$ cat config.mk
export PLATFORM = sky130hd
export DESIGN_NAME = switching_threshold_monitor
export DESIGN_NICKNAME = d
export VERILOG_FILES = /design/src/verilog/thr_mon_pkg.sv /design/src/verilog/switching_threshold_monitor.sv
export SDC_FILE = /design/constraint.sdc
export NUM_CORES = 1
export LEC_CHECK = 0
export BUFFER_PORTS_ARGS = -buffer_cell sky130_fd_sc_hd__buf_2
export CAP_MARGIN = 0
export CELL_PAD_IN_SITES_DETAIL_PLACEMENT = 1
export CELL_PAD_IN_SITES_GLOBAL_PLACEMENT = 2
export CORE_MARGIN = 2
export CORE_UTILIZATION = 38
export CTS_BUF_LIST = sky130_fd_sc_hd__clkbuf_8
export CTS_CLUSTER_SIZE = 24
export DETAILED_ROUTE_END_ITERATION = 10
export HOLD_SLACK_MARGIN = 0.12
export PLACE_DENSITY = 0.95
export SKIP_LAST_GASP = 1
export SLEW_MARGIN = 30
export SYNTH_ARGS = -nofsm -noshare
export SYNTH_HDL_FRONTEND = slang
export SYNTH_SLANG_ARGS = --single-unit
$ cat constraint.sdc
create_clock -name pclk -period 8.4 [get_ports pclk]
set_input_delay 0.84 -clock pclk [delete_from_list [all_inputs] [get_ports pclk]]
set_output_delay 0.84 -clock pclk [all_outputs]
set_load 0.005 [all_outputs]
$ cat src/verilog/thr_mon_pkg.sv
// package: constants, register map and encodings for the switching threshold monitor
package thr_mon_pkg;
   // register offsets (byte addresses), one block of four words per instance
   localparam logic [11:0] INST_STRIDE = 12'h010;
   localparam logic [11:0] OFS_CTRL = 12'h000;
   localparam logic [11:0] OFS_THRESH = 12'h004;
   localparam logic [11:0] OFS_DELAY = 12'h008;
   localparam logic [11:0] OFS_STATUS = 12'h00C;
   // control field positions
   localparam int CTRL_TYPE_LSB = 0;
   localparam int CTRL_SEL_LSB = 4;
   localparam int CTRL_FUNC_BIT = 8;
   // status field positions
   localparam int STAT_ERR_BIT = 0;
   localparam int STAT_FLAG_BIT = 1;
   localparam int STAT_RAW_BIT = 2;
   // reset values
   localparam logic [1:0] TYPE_RESET = 2'h0;
   localparam logic [2:0] SEL_RESET = 3'h0;
   localparam logic FUNC_RESET = 1'b0;
   localparam logic [13:0] DELAY_RESET = 14'h0000;
   // timing
   localparam int CLK_HZ = 100_000_000;
   localparam int TICK_MS = 1;
   localparam int TICK_CYCLES = CLK_HZ / 1000 * TICK_MS;
   localparam int DELAY_MAX_MS = 10000;
   // monitor type
   typedef enum logic [1:0] {TYPE_OFF = 2'h0, TYPE_ERR = 2'h1, TYPE_FLAG = 2'h2} mon_type_e;
   // monitored source
   typedef enum logic [2:0] {
      SRC_CMD1 = 3'h0, SRC_CMD2 = 3'h1, SRC_CMD_SCALED = 3'h2,
      SRC_FB1 = 3'h3, SRC_FB2 = 3'h4, SRC_FB_SCALED = 3'h5
   } src_e;
endpackage

$ cat src/verilog/switching_threshold_monitor.sv
// top: two switching threshold monitors with APB register access
`timescale 1ns/10ps
// Function
// - two independent monitor instances, each with its own configuration registers
// - type off: no outputs, but the compare still runs and shows in the status raw bit
// - on-with-error: met condition raises error
// - on-without-error: met condition raises status only
// - compare one of six selectable sources
// - function picks less-than or more-than activation
// - selection change reloads threshold default
// - both edges delayed 0..10000 ms
module switching_threshold_monitor #(
   parameter int DW = 16,
   parameter int TICK_CYCLES = thr_mon_pkg::TICK_CYCLES,
   parameter logic [15:0] THRESH_DEFAULT = 16'h0000
)(
   input wire logic pclk,
   input wire logic presetn,
   input wire logic psel,
   input wire logic penable,
   input wire logic pwrite,
   input wire logic [11:0] paddr,
   input wire logic [31:0] pwdata,
   output logic [31:0] prdata,
   output logic pready,
   output logic pslverr,
   input wire logic [DW-1:0] cmd_in1,
   input wire logic [DW-1:0] cmd_in2,
   input wire logic [DW-1:0] cmd_scaled,
   input wire logic [DW-1:0] fb_in1,
   input wire logic [DW-1:0] fb_in2,
   input wire logic [DW-1:0] fb_scaled,
   output logic [1:0] mon_error,
   output logic [1:0] mon_status
);
   // elaboration-time refusal of widths the register map cannot carry
   if (DW != 16 || TICK_CYCLES < 1)
   begin : bad_params
      $error("unsupported parameter values");
   end

   // ----------------------------------------
   // millisecond tick
   // ----------------------------------------
   logic [31:0] tick_cnt_reg, tick_cnt_next;
   logic tick;
   always_comb
   begin
      tick = (tick_cnt_reg == 32'(TICK_CYCLES - 1));
      tick_cnt_next = tick ? 32'h0000_0000 : tick_cnt_reg + 32'h0000_0001;
   end
   always_ff @(posedge pclk or negedge presetn)
   begin
      if (!presetn)
         tick_cnt_reg <= 32'h0000_0000;
      else
         tick_cnt_reg <= tick_cnt_next;
   end

   // ----------------------------------------
   // registers
   // ----------------------------------------
   logic [1:0] type_reg [2], type_next [2];
   logic [2:0] sel_reg [2], sel_next [2];
   logic func_reg [2], func_next [2];
   logic [DW-1:0] thr_reg [2], thr_next [2];
   logic [13:0] dly_reg [2], dly_next [2];
   logic [13:0] cnt_reg [2], cnt_next [2];
   logic out_reg [2], out_next [2];
   logic raw [2];
   logic [DW-1:0] src_val [2];
   logic [31:0] rdata_next;
   logic wr_en, rd_en, hit;
   logic inst;
   logic [11:0] ofs;

   always_comb
   begin
      wr_en = psel && penable && pwrite;
      // read word is fetched in the setup cycle; pready never waits
      rd_en = psel && !penable && !pwrite;
      inst = paddr[4];
      ofs = paddr & 12'h00F;
      hit = (paddr[11:5] == 7'h00);
      rdata_next = 32'h0000_0000;
      if (!hit)
         rdata_next = 32'h0000_0000;
      else if (ofs == thr_mon_pkg::OFS_CTRL)
         rdata_next = {23'h000000, func_reg[inst], 1'b0, sel_reg[inst], 2'h0, type_reg[inst]};
      else if (ofs == thr_mon_pkg::OFS_THRESH)
         rdata_next = {16'h0000, thr_reg[inst]};
      else if (ofs == thr_mon_pkg::OFS_DELAY)
         rdata_next = {18'h00000, dly_reg[inst]};
      else
         rdata_next = {29'h00000000, raw[inst], mon_status[inst], mon_error[inst]};
   end

   // ----------------------------------------
   // per-instance configuration
   // ----------------------------------------
   always_comb
   begin
      for (int i = 0; i < 2; i++)
      begin
         type_next[i] = type_reg[i];
         sel_next[i] = sel_reg[i];
         func_next[i] = func_reg[i];
         thr_next[i] = thr_reg[i];
         dly_next[i] = dly_reg[i];
         if (wr_en && hit && inst == 1'(i))
         begin
            if (ofs == thr_mon_pkg::OFS_CTRL)
            begin
               type_next[i] = pwdata[thr_mon_pkg::CTRL_TYPE_LSB +: 2];
               sel_next[i] = pwdata[thr_mon_pkg::CTRL_SEL_LSB +: 3];
               func_next[i] = pwdata[thr_mon_pkg::CTRL_FUNC_BIT];
               if (pwdata[thr_mon_pkg::CTRL_SEL_LSB +: 3] != sel_reg[i])
                  thr_next[i] = THRESH_DEFAULT;
            end
            else if (ofs == thr_mon_pkg::OFS_THRESH)
               thr_next[i] = pwdata[DW-1:0];
            else if (ofs == thr_mon_pkg::OFS_DELAY)
               // clamp to the longest delay
               dly_next[i] = (pwdata[31:0] > 32'(thr_mon_pkg::DELAY_MAX_MS)) ?
                  14'(thr_mon_pkg::DELAY_MAX_MS) : pwdata[13:0];
         end
      end
   end

   // ----------------------------------------
   // source compare and delay
   // ----------------------------------------
   always_comb
   begin
      for (int i = 0; i < 2; i++)
      begin
         // unused source codes compare as zero
         case (sel_reg[i])
            thr_mon_pkg::SRC_CMD1: src_val[i] = cmd_in1;
            thr_mon_pkg::SRC_CMD2: src_val[i] = cmd_in2;
            thr_mon_pkg::SRC_CMD_SCALED: src_val[i] = cmd_scaled;
            thr_mon_pkg::SRC_FB1: src_val[i] = fb_in1;
            thr_mon_pkg::SRC_FB2: src_val[i] = fb_in2;
            thr_mon_pkg::SRC_FB_SCALED: src_val[i] = fb_scaled;
            default: src_val[i] = '0;
         endcase
         // signed values: scaled positions may go negative
         raw[i] = func_reg[i] ? ($signed(src_val[i]) > $signed(thr_reg[i])) :
            ($signed(src_val[i]) < $signed(thr_reg[i]));
         cnt_next[i] = cnt_reg[i];
         out_next[i] = out_reg[i];
         if (type_reg[i] == thr_mon_pkg::TYPE_OFF)
         begin
            cnt_next[i] = 14'h0000;
            out_next[i] = 1'b0;
         end
         else if (raw[i] == out_reg[i])
            cnt_next[i] = 14'h0000;
         // the first tick may come at once, so a full delay needs one tick more
         else if (dly_reg[i] == 14'h0000 || cnt_reg[i] > dly_reg[i])
         begin
            out_next[i] = raw[i];
            cnt_next[i] = 14'h0000;
         end
         else if (tick)
            cnt_next[i] = cnt_reg[i] + 14'h0001;
      end
   end

   always_ff @(posedge pclk or negedge presetn)
   begin
      if (!presetn)
      begin
         for (int i = 0; i < 2; i++)
         begin
            type_reg[i] <= thr_mon_pkg::TYPE_RESET;
            sel_reg[i] <= thr_mon_pkg::SEL_RESET;
            func_reg[i] <= thr_mon_pkg::FUNC_RESET;
            thr_reg[i] <= '0;
            dly_reg[i] <= thr_mon_pkg::DELAY_RESET;
            cnt_reg[i] <= 14'h0000;
            out_reg[i] <= 1'b0;
         end
      end
      else
      begin
         for (int i = 0; i < 2; i++)
         begin
            type_reg[i] <= type_next[i];
            sel_reg[i] <= sel_next[i];
            func_reg[i] <= func_next[i];
            thr_reg[i] <= thr_next[i];
            dly_reg[i] <= dly_next[i];
            cnt_reg[i] <= cnt_next[i];
            out_reg[i] <= out_next[i];
         end
      end
   end

   // ----------------------------------------
   // read data
   // ----------------------------------------
   // loaded in the setup cycle so the word stands through the access cycle
   always_ff @(posedge pclk or negedge presetn)
   begin
      if (!presetn)
         prdata <= 32'h0000_0000;
      else if (rd_en)
         prdata <= rdata_next;
   end

   // ----------------------------------------
   // outputs
   // ----------------------------------------
   always_comb
   begin
      pready = 1'b1;
      pslverr = 1'b0;
      for (int i = 0; i < 2; i++)
      begin
         mon_error[i] = out_reg[i] && (type_reg[i] == thr_mon_pkg::TYPE_ERR);
         mon_status[i] = out_reg[i] && (type_reg[i] == thr_mon_pkg::TYPE_FLAG);
      end
   end
endmodule

==> impl_metrics.tcl, run 1 <==
set metrics [dict create \
    status "finished, final reports clean" \
    postCtsSetupBuffers 0 \
    overflow 0 \
    grt_pass1_wl_mm 54.6 \
    drcViolationCount 0 \
    max_slew_margin_pct 39.4 \
    synth_compound_area_share_pct 14.7 \
    cp_max_fo 20 \
    yosys_warnings 0 \
    routed_wl_mm 34.3 \
    finalHoldViolations 0 \
    ant_nets 0 \
    yosys.area_share.simple_pct 17.6 \
    antenna_found_initial 2 \
    cp.required_ns 8.79 \
    fin_skew_ns 0.0176 \
    fp.dieArea_um2 29100 \
    grt.total_usage_pct 24.1 \
    fin_crit_sh_pct 58.6 \
    synth_top_cell_by_area "dfrtp_1" \
    viasPerCell 5.68 \
    multi_input_area_um2 6220 \
    fmax_ghz 0.203 \
    clkTransAtPathRegs_ns 0.09 \
    cap_viol_max_count 0 \
    p_leak_nw 5.30 \
    syn_avg_cell_area_um2 9.02 \
    netlist_instances 1167 \
    synth_top_area_share_pct 35.6 \
    nets 1509 \
    ys_seq_elements 150 \
    seq_area_um2 3760 \
    place.gp.congestion 0.893 \
    place_hpwl_mm 26.8 \
    synth-main-ff-cell "dfrtp_1" \
    pre_cts_ws_ns 3.53 \
    insertion_delay_ns 0.47 \
    synthDistinctLibCells 69 \
    drtPass1Iterations 5 \
    synthXorXnorAreaFrac_pct 5.16 \
    clock_path_buffers 2 \
    ir_drop_uv 92.8 \
    setup_ws_ns 3.48 \
    coreArea_um2 27100 \
    cts_sinks 150 \
    cp-end-kind "register" \
    rsz0062_at_grt "false" \
    grt_pass1_vias 9946 \
    pin_count 183 \
    async_flop_share_pct 100 \
    num_rows 60 \
    n_antenna_cell 0 \
    worstSetupPathType "register to register" \
    slew_viol_final 0 \
    syn_area_um2 10500 \
    finalSetupTns_ns 0 \
    finish.utilization_pct 44.4 \
    yosysMostFrequentCell "dfrtp_1" \
    setup_violations 0 \
    worst_pin_slew_ns 0.907 \
    yosysSeqAreaShare_pct 35.6 \
    synth_common_cells "150 x dfrtp_1, 137 x nand2_1, 82 x o21ai_0, 77 x inv_1, 67 x mux2i_1" \
    min_period_ns 4.92 \
    port-buffer-count 164 \
    numCtsBuffers 17 \
    grt_max_degree 97 \
    holdBufCountCts 0 \
    num-fill-cells 3196 \
    powerDensity_nw_per_um2 118 \
    drive_gt1_share_pct 20.9 \
    syn_to_final_growth_pct 14.2 \
    postCtsResizedCells 0 \
    hold_path_class "input pin to asynchronous set/reset pin" \
    clockRootBuffer "clkbuf_8" \
    synthMuxAreaShare_pct 13.0 \
    die_w_um 170 \
    synth_top_family_by_area "simple AND/OR/NAND/NOR gates" \
    crit_arrival_ns 5.31 \
    die_y_um 170 \
    cts_tree "yes" \
    synth.area.top_cells "dfrtp_1 36%, ha_1 7.5%, mux2i_1 6.4%" \
    post_drt_wl_per_cell_um 20.4 \
    start_kind "register" \
    num_vias 9577 \
    initial_core_util_pct 38.9 \
    synth_fa_ha_area_share_pct 7.48 \
    drtIter0Drc 574 \
    synth_edf_count 0 \
    htree_levels 4 \
]
==> critical path, stage by stage, from the launching register on <==
cell and delay, ns:
dfrtp_1 0.93, clkinv_1 0.61, nand2_1 0.48, o221ai_1 0.20, ha_1 0.32, nor2b_1 0.13
o211ai_1 0.11, a2111o_1 0.44, and4_4 0.21, o21ba_1 0.22, or4b_1 0.88, a21oi_1 0.29
==> final timing paths <==
path	startpoint	to	slack [ns]	depth (start not counted)
max in group asynchronous	presetn	sel_reg[0]	6.64	2
hold reg to reg	tick_cnt_reg[31]	tick_cnt_reg[31]	0.48	1
hold / removal	presetn	prdata[4]	0.46	1
setup reg to reg	sel_reg[1]	cnt_reg[0]	3.48	11
setup / recovery	sel_reg[1]	cnt_reg[0]	3.48	11
min in group pclk	tick_cnt_reg[31]	tick_cnt_reg[31]	0.48	1
==> layout make-up <==
class / count / area share, %
clock buffers: 17 / 1.95
clock inverters: 15 / 1.10
inverters: 78 / 2.43
multi-input cells: 878 / 51.8
flip-flops and latches: 150 / 31.3
well taps: 372 / 3.87
repair buffers: 176 / 7.63
==> per-layer routing <==
metal	up-vias	GRT usage, %	share of wire, %
met3	47	3.70	5.5
met2	300	39.9	47
met5	-	0	0.087
met1	4787	32.3	45
met4	4	8.03	2.4
li1	4439	-	-
==> through the flow <==
step | hold WS (ns) | area, um2 | std cells | total power, mW
floorplan | 0.446 | 10600 | 1183 | 0.808
finish | 0.463 | 12000 | 1686 | 1.41
detailed placement | 0.468 | 11600 | 1654 | 0.887
CTS | 0.482 | 12000 | 1686 | 1.42
global placement | 0.461 | 11600 | 1653 | 0.882
global route | 0.510 | 12000 | 1686 | 1.47
==> placed cells by master, fill, tap and decap left out, types with 8 or more instances in the layout <==
cell | Yosys | final
nor4_1 | 25 | 22
conb_1 | 2 | 18
xor2_1 | 24 | 24
a21oi_1 | 60 | 60
mux4_2 | 20 | 20
buf_2 | 3 | 163
dfrtp_1 | 150 | 148
nand2_1 | 137 | 137
o22ai_1 | 18 | 18
clkbuf_8 | 0 | 17
nor2_1 | 63 | 63
inv_1 | 77 | 77
mux2i_1 | 67 | 67
o21ai_0 | 82 | 82
and3_1 | 17 | 17
a21oi_2 | 9 | 9
nor3_1 | 10 | 9
nand2b_1 | 8 | 8
ha_1 | 63 | 63
o221ai_1 | 11 | 11
nand3_1 | 42 | 41
buf_4 | 18 | 12
nand4_1 | 27 | 27
a22oi_1 | 10 | 10
mux2_2 | 22 | 22
nor2b_1 | 13 | 13
xnor2_1 | 38 | 38
==> kinds of logic after synthesis <==
group / count (synthesis)
other: 2
muxes: 109
buffers and inverters: 155
AOI/OAI and AO/OA: 249
and+or+nand+nor: 377
xor gates and xnor gates: 62
adders and majority gates: 63
DFF: 150
==> power by group <==
group / internal, mW / switching, mW
combinational: 0.0614 / 0.0894
sequential: 0.722 / 0.000901
clock: 0.217 / 0.323
total: 1.00 / 0.413
Power figures use the tool's default switching activity.
==> inputs of run 2 (changes only) <==
--- a/config.mk
+++ b/config.mk
@@ -10,12 +10,12 @@
 export CELL_PAD_IN_SITES_DETAIL_PLACEMENT = 1
 export CELL_PAD_IN_SITES_GLOBAL_PLACEMENT = 2
 export CORE_MARGIN = 2
-export CORE_UTILIZATION = 38
+export CORE_UTILIZATION = 32
 export CTS_BUF_LIST = sky130_fd_sc_hd__clkbuf_8
 export CTS_CLUSTER_SIZE = 24
 export DETAILED_ROUTE_END_ITERATION = 10
 export HOLD_SLACK_MARGIN = 0.12
-export PLACE_DENSITY = 0.95
+export PLACE_DENSITY = 0.9
 export SKIP_LAST_GASP = 1
 export SLEW_MARGIN = 30
 export SYNTH_ARGS = -nofsm -noshare
==> constraint.sdc (replaced) <==
create_clock -name pclk -period 4 [get_ports pclk]
set_input_delay 0.4 -clock pclk [delete_from_list [all_inputs] [get_ports pclk]]
set_output_delay 0.4 -clock pclk [all_outputs]
set_load 0.005 [all_outputs]
==> run 2 against run 1 <==
First-iteration DRC count up 9.4%; wire length grew 3.3%; sequential power is 110% higher; final cell count up 5.7%; global-route usage is 3.0 points lower; highest routed layer is now met4.
==> impl_metrics.tcl, run 2 (synthesized netlist as in run 1, its figures left out) <==
set metrics [dict create \
    switching_share_pct 27.8 \
    grt_max_degree 55 \
    pin_count 183 \
    post_drt_wl_per_cell_um 19.9 \
    numCtsBuffers 17 \
    p_sw_uw 855 \
    finalHoldViolations 0 \
    r2r-end "cnt_reg[0]" \
    pwr-share-clk_pct 40.0 \
    final_common_cell "buf_2" \
    overflow 0 \
    share_comb_of_total_power_pct 10.6 \
    p_seq_share_pct 49.4 \
    fin_crit_sh_pct 95.8 \
    fin_skew_ns 0.0259 \
    r2r-start "sel_reg[1]" \
    fmax_ghz 0.261 \
    reg2reg_setup_slack_ns 0.17 \
    insertion_delay_ns 0.49 \
    crit_arrival_ns 4.22 \
    die_w_um 185 \
    cts_tree "yes" \
    finalSetupTns_ns 0 \
    die_y_um 185 \
    rsz0062_at_grt "false" \
    max_slew_margin_pct 40.1 \
    routed_wl_mm 35.4 \
    cts_sinks 150 \
    n_antenna_cell 0 \
    clkTransAtPathRegs_ns 0.11 \
    grt.total_usage_pct 21.1 \
    num-fill-cells 3865 \
    p_leak_nw 5.46 \
    port-buffer-count 164 \
    fin_total_pwr_mw 3.07 \
    powerDensity_nw_per_um2 247 \
    hold_path_class "input pin to register" \
    worst_pin_slew_ns 0.897 \
    min_period_ns 3.83 \
    cp_max_fo 17 \
    nets 1535 \
    ant_nets 0 \
    setup_violations 0 \
    grt_pass1_wl_mm 56.4 \
    fp.dieArea_um2 34400 \
    place.gp.congestion 0.901 \
    cap_viol_max_count 0 \
    clockRootBuffer "clkbuf_8" \
    finish.utilization_pct 38.3 \
    reg2regPathDepth 12 \
    clock_path_buffers 2 \
    ir_drop_uv 198 \
    syn_to_final_growth_pct 18.0 \
    grt_pass1_vias 10100 \
    p_int_mw 2.22 \
    htree_levels 4 \
    initial_core_util_pct 32.5 \
    num_vias 9751 \
    status "finished, final reports clean" \
    antenna_found_initial 1 \
    slew_viol_final 0 \
    start_kind "register" \
    drcViolationCount 0 \
    min_to "thr_reg[30]" \
    layout_common_cells "163 x buf_2, 147 x dfrtp_1, 136 x nand2_1" \
    cp.required_ns 4.39 \
    viasPerCell 5.47 \
    drtIter0Drc 628 \
    drtPass1Iterations 5 \
    drive_gt1_share_pct 22.8 \
    num_rows 66 \
    place_hpwl_mm 28.0 \
    cp-end-kind "register" \
    worstSetupPathType "register to register" \
    hp-start "pwdata[14]" \
    coreArea_um2 32500 \
    hold_depth 3 \
]
[run 2: timing repair]
action,4_1_cts,5_1_grt
pin swaps,0,1
endpoints found under the hold margin,47,0
gates resized for setup,1,11
setup endpoints to repair,1,29
hold buffers,1,0
setup buffers,0,1
[run 2: final cells by class]
type                            instances  area [um2]  share of cell area, %
Sequential cell                       150        3760                   30.3
Clock buffer                           17         234                   1.88
Multi-Input combinational cell        878        6230                   50.1
Clock inverter                         15         166                   1.34
Inverter                               78         297                   2.39
Tap cell                              442         553                   4.45
Timing Repair Buffer                  202        1190                   9.56
[run 2: through the flow]
| step | area (um2) | worst slack, ns | hold WS, ns | cells |
|---|---|---|---|---|
| floorplan | 10600 | 0.00201 | 0.104 | 1183 |
| global placement | 11900 | -0.103 | 0.460 | 1747 |
| detailed placement | 12000 | 0.0351 | 0.394 | 1748 |
| CTS | 12400 | 0.0840 | 0.155 | 1781 |
| global route | 12400 | 0.00201 | 0.166 | 1782 |
| finish | 12400 | 0.169 | 0.180 | 1782 |
[run 2: routing by layer]
metal / track usage, % / vias up / routed length, um
li1: - / 4483 / -
met1: 29.3 / 4966 / 16600
met2: 34.1 / 264 / 16500
met3: 3.38 / 38 / 1820
met4: 5.71 / 0 / 583
met5: 0 / - / 0
[run 2: worst max path at each step]
| stage | from | to | slack [ns] | cells past startpoint |
|---|---|---|---|---|
| global route | sel_reg[1] | cnt_reg[0] | 0.002 | 12 |
| floorplan | sel_reg[0] | cnt_reg[10] | 0.002 | 15 |
| CTS | sel_reg[3] | cnt_reg[27] | 0.08 | 12 |
| finish | sel_reg[1] | cnt_reg[0] | 0.17 | 12 |
| detailed placement | sel_reg[2] | cnt_reg[1] | 0.04 | 11 |
| global placement | sel_reg[3] | cnt_reg[17] | -0.10 | 12 |
[run 2: worst max-delay path: stages (launching register included)]
cell      delay, ns
dfrtp_1        0.48
buf_4          0.29
mux4_2         0.34
inv_1          0.07
o22ai_1        0.12
ha_2           0.43
nand4_2        0.17
a2111o_1       0.49
and4_4         0.21
o21ba_1        0.23
or4b_1         0.51
buf_4          0.23
a21oi_1        0.15
[run 2: power groups by stage]
| stage | clock, mW | combinational [mW] | sequential [mW] |
|---|---|---|---|
| 2_1_floorplan | 0 | 0.149 | 1.55 |
| 3_3_place_gp | 0 | 0.312 | 1.55 |
| 3_5_place_dp | 0 | 0.322 | 1.55 |
| 4_1_cts | 1.26 | 0.324 | 1.52 |
| 5_1_grt | 1.32 | 0.358 | 1.52 |
| 6_report | 1.23 | 0.327 | 1.52 |
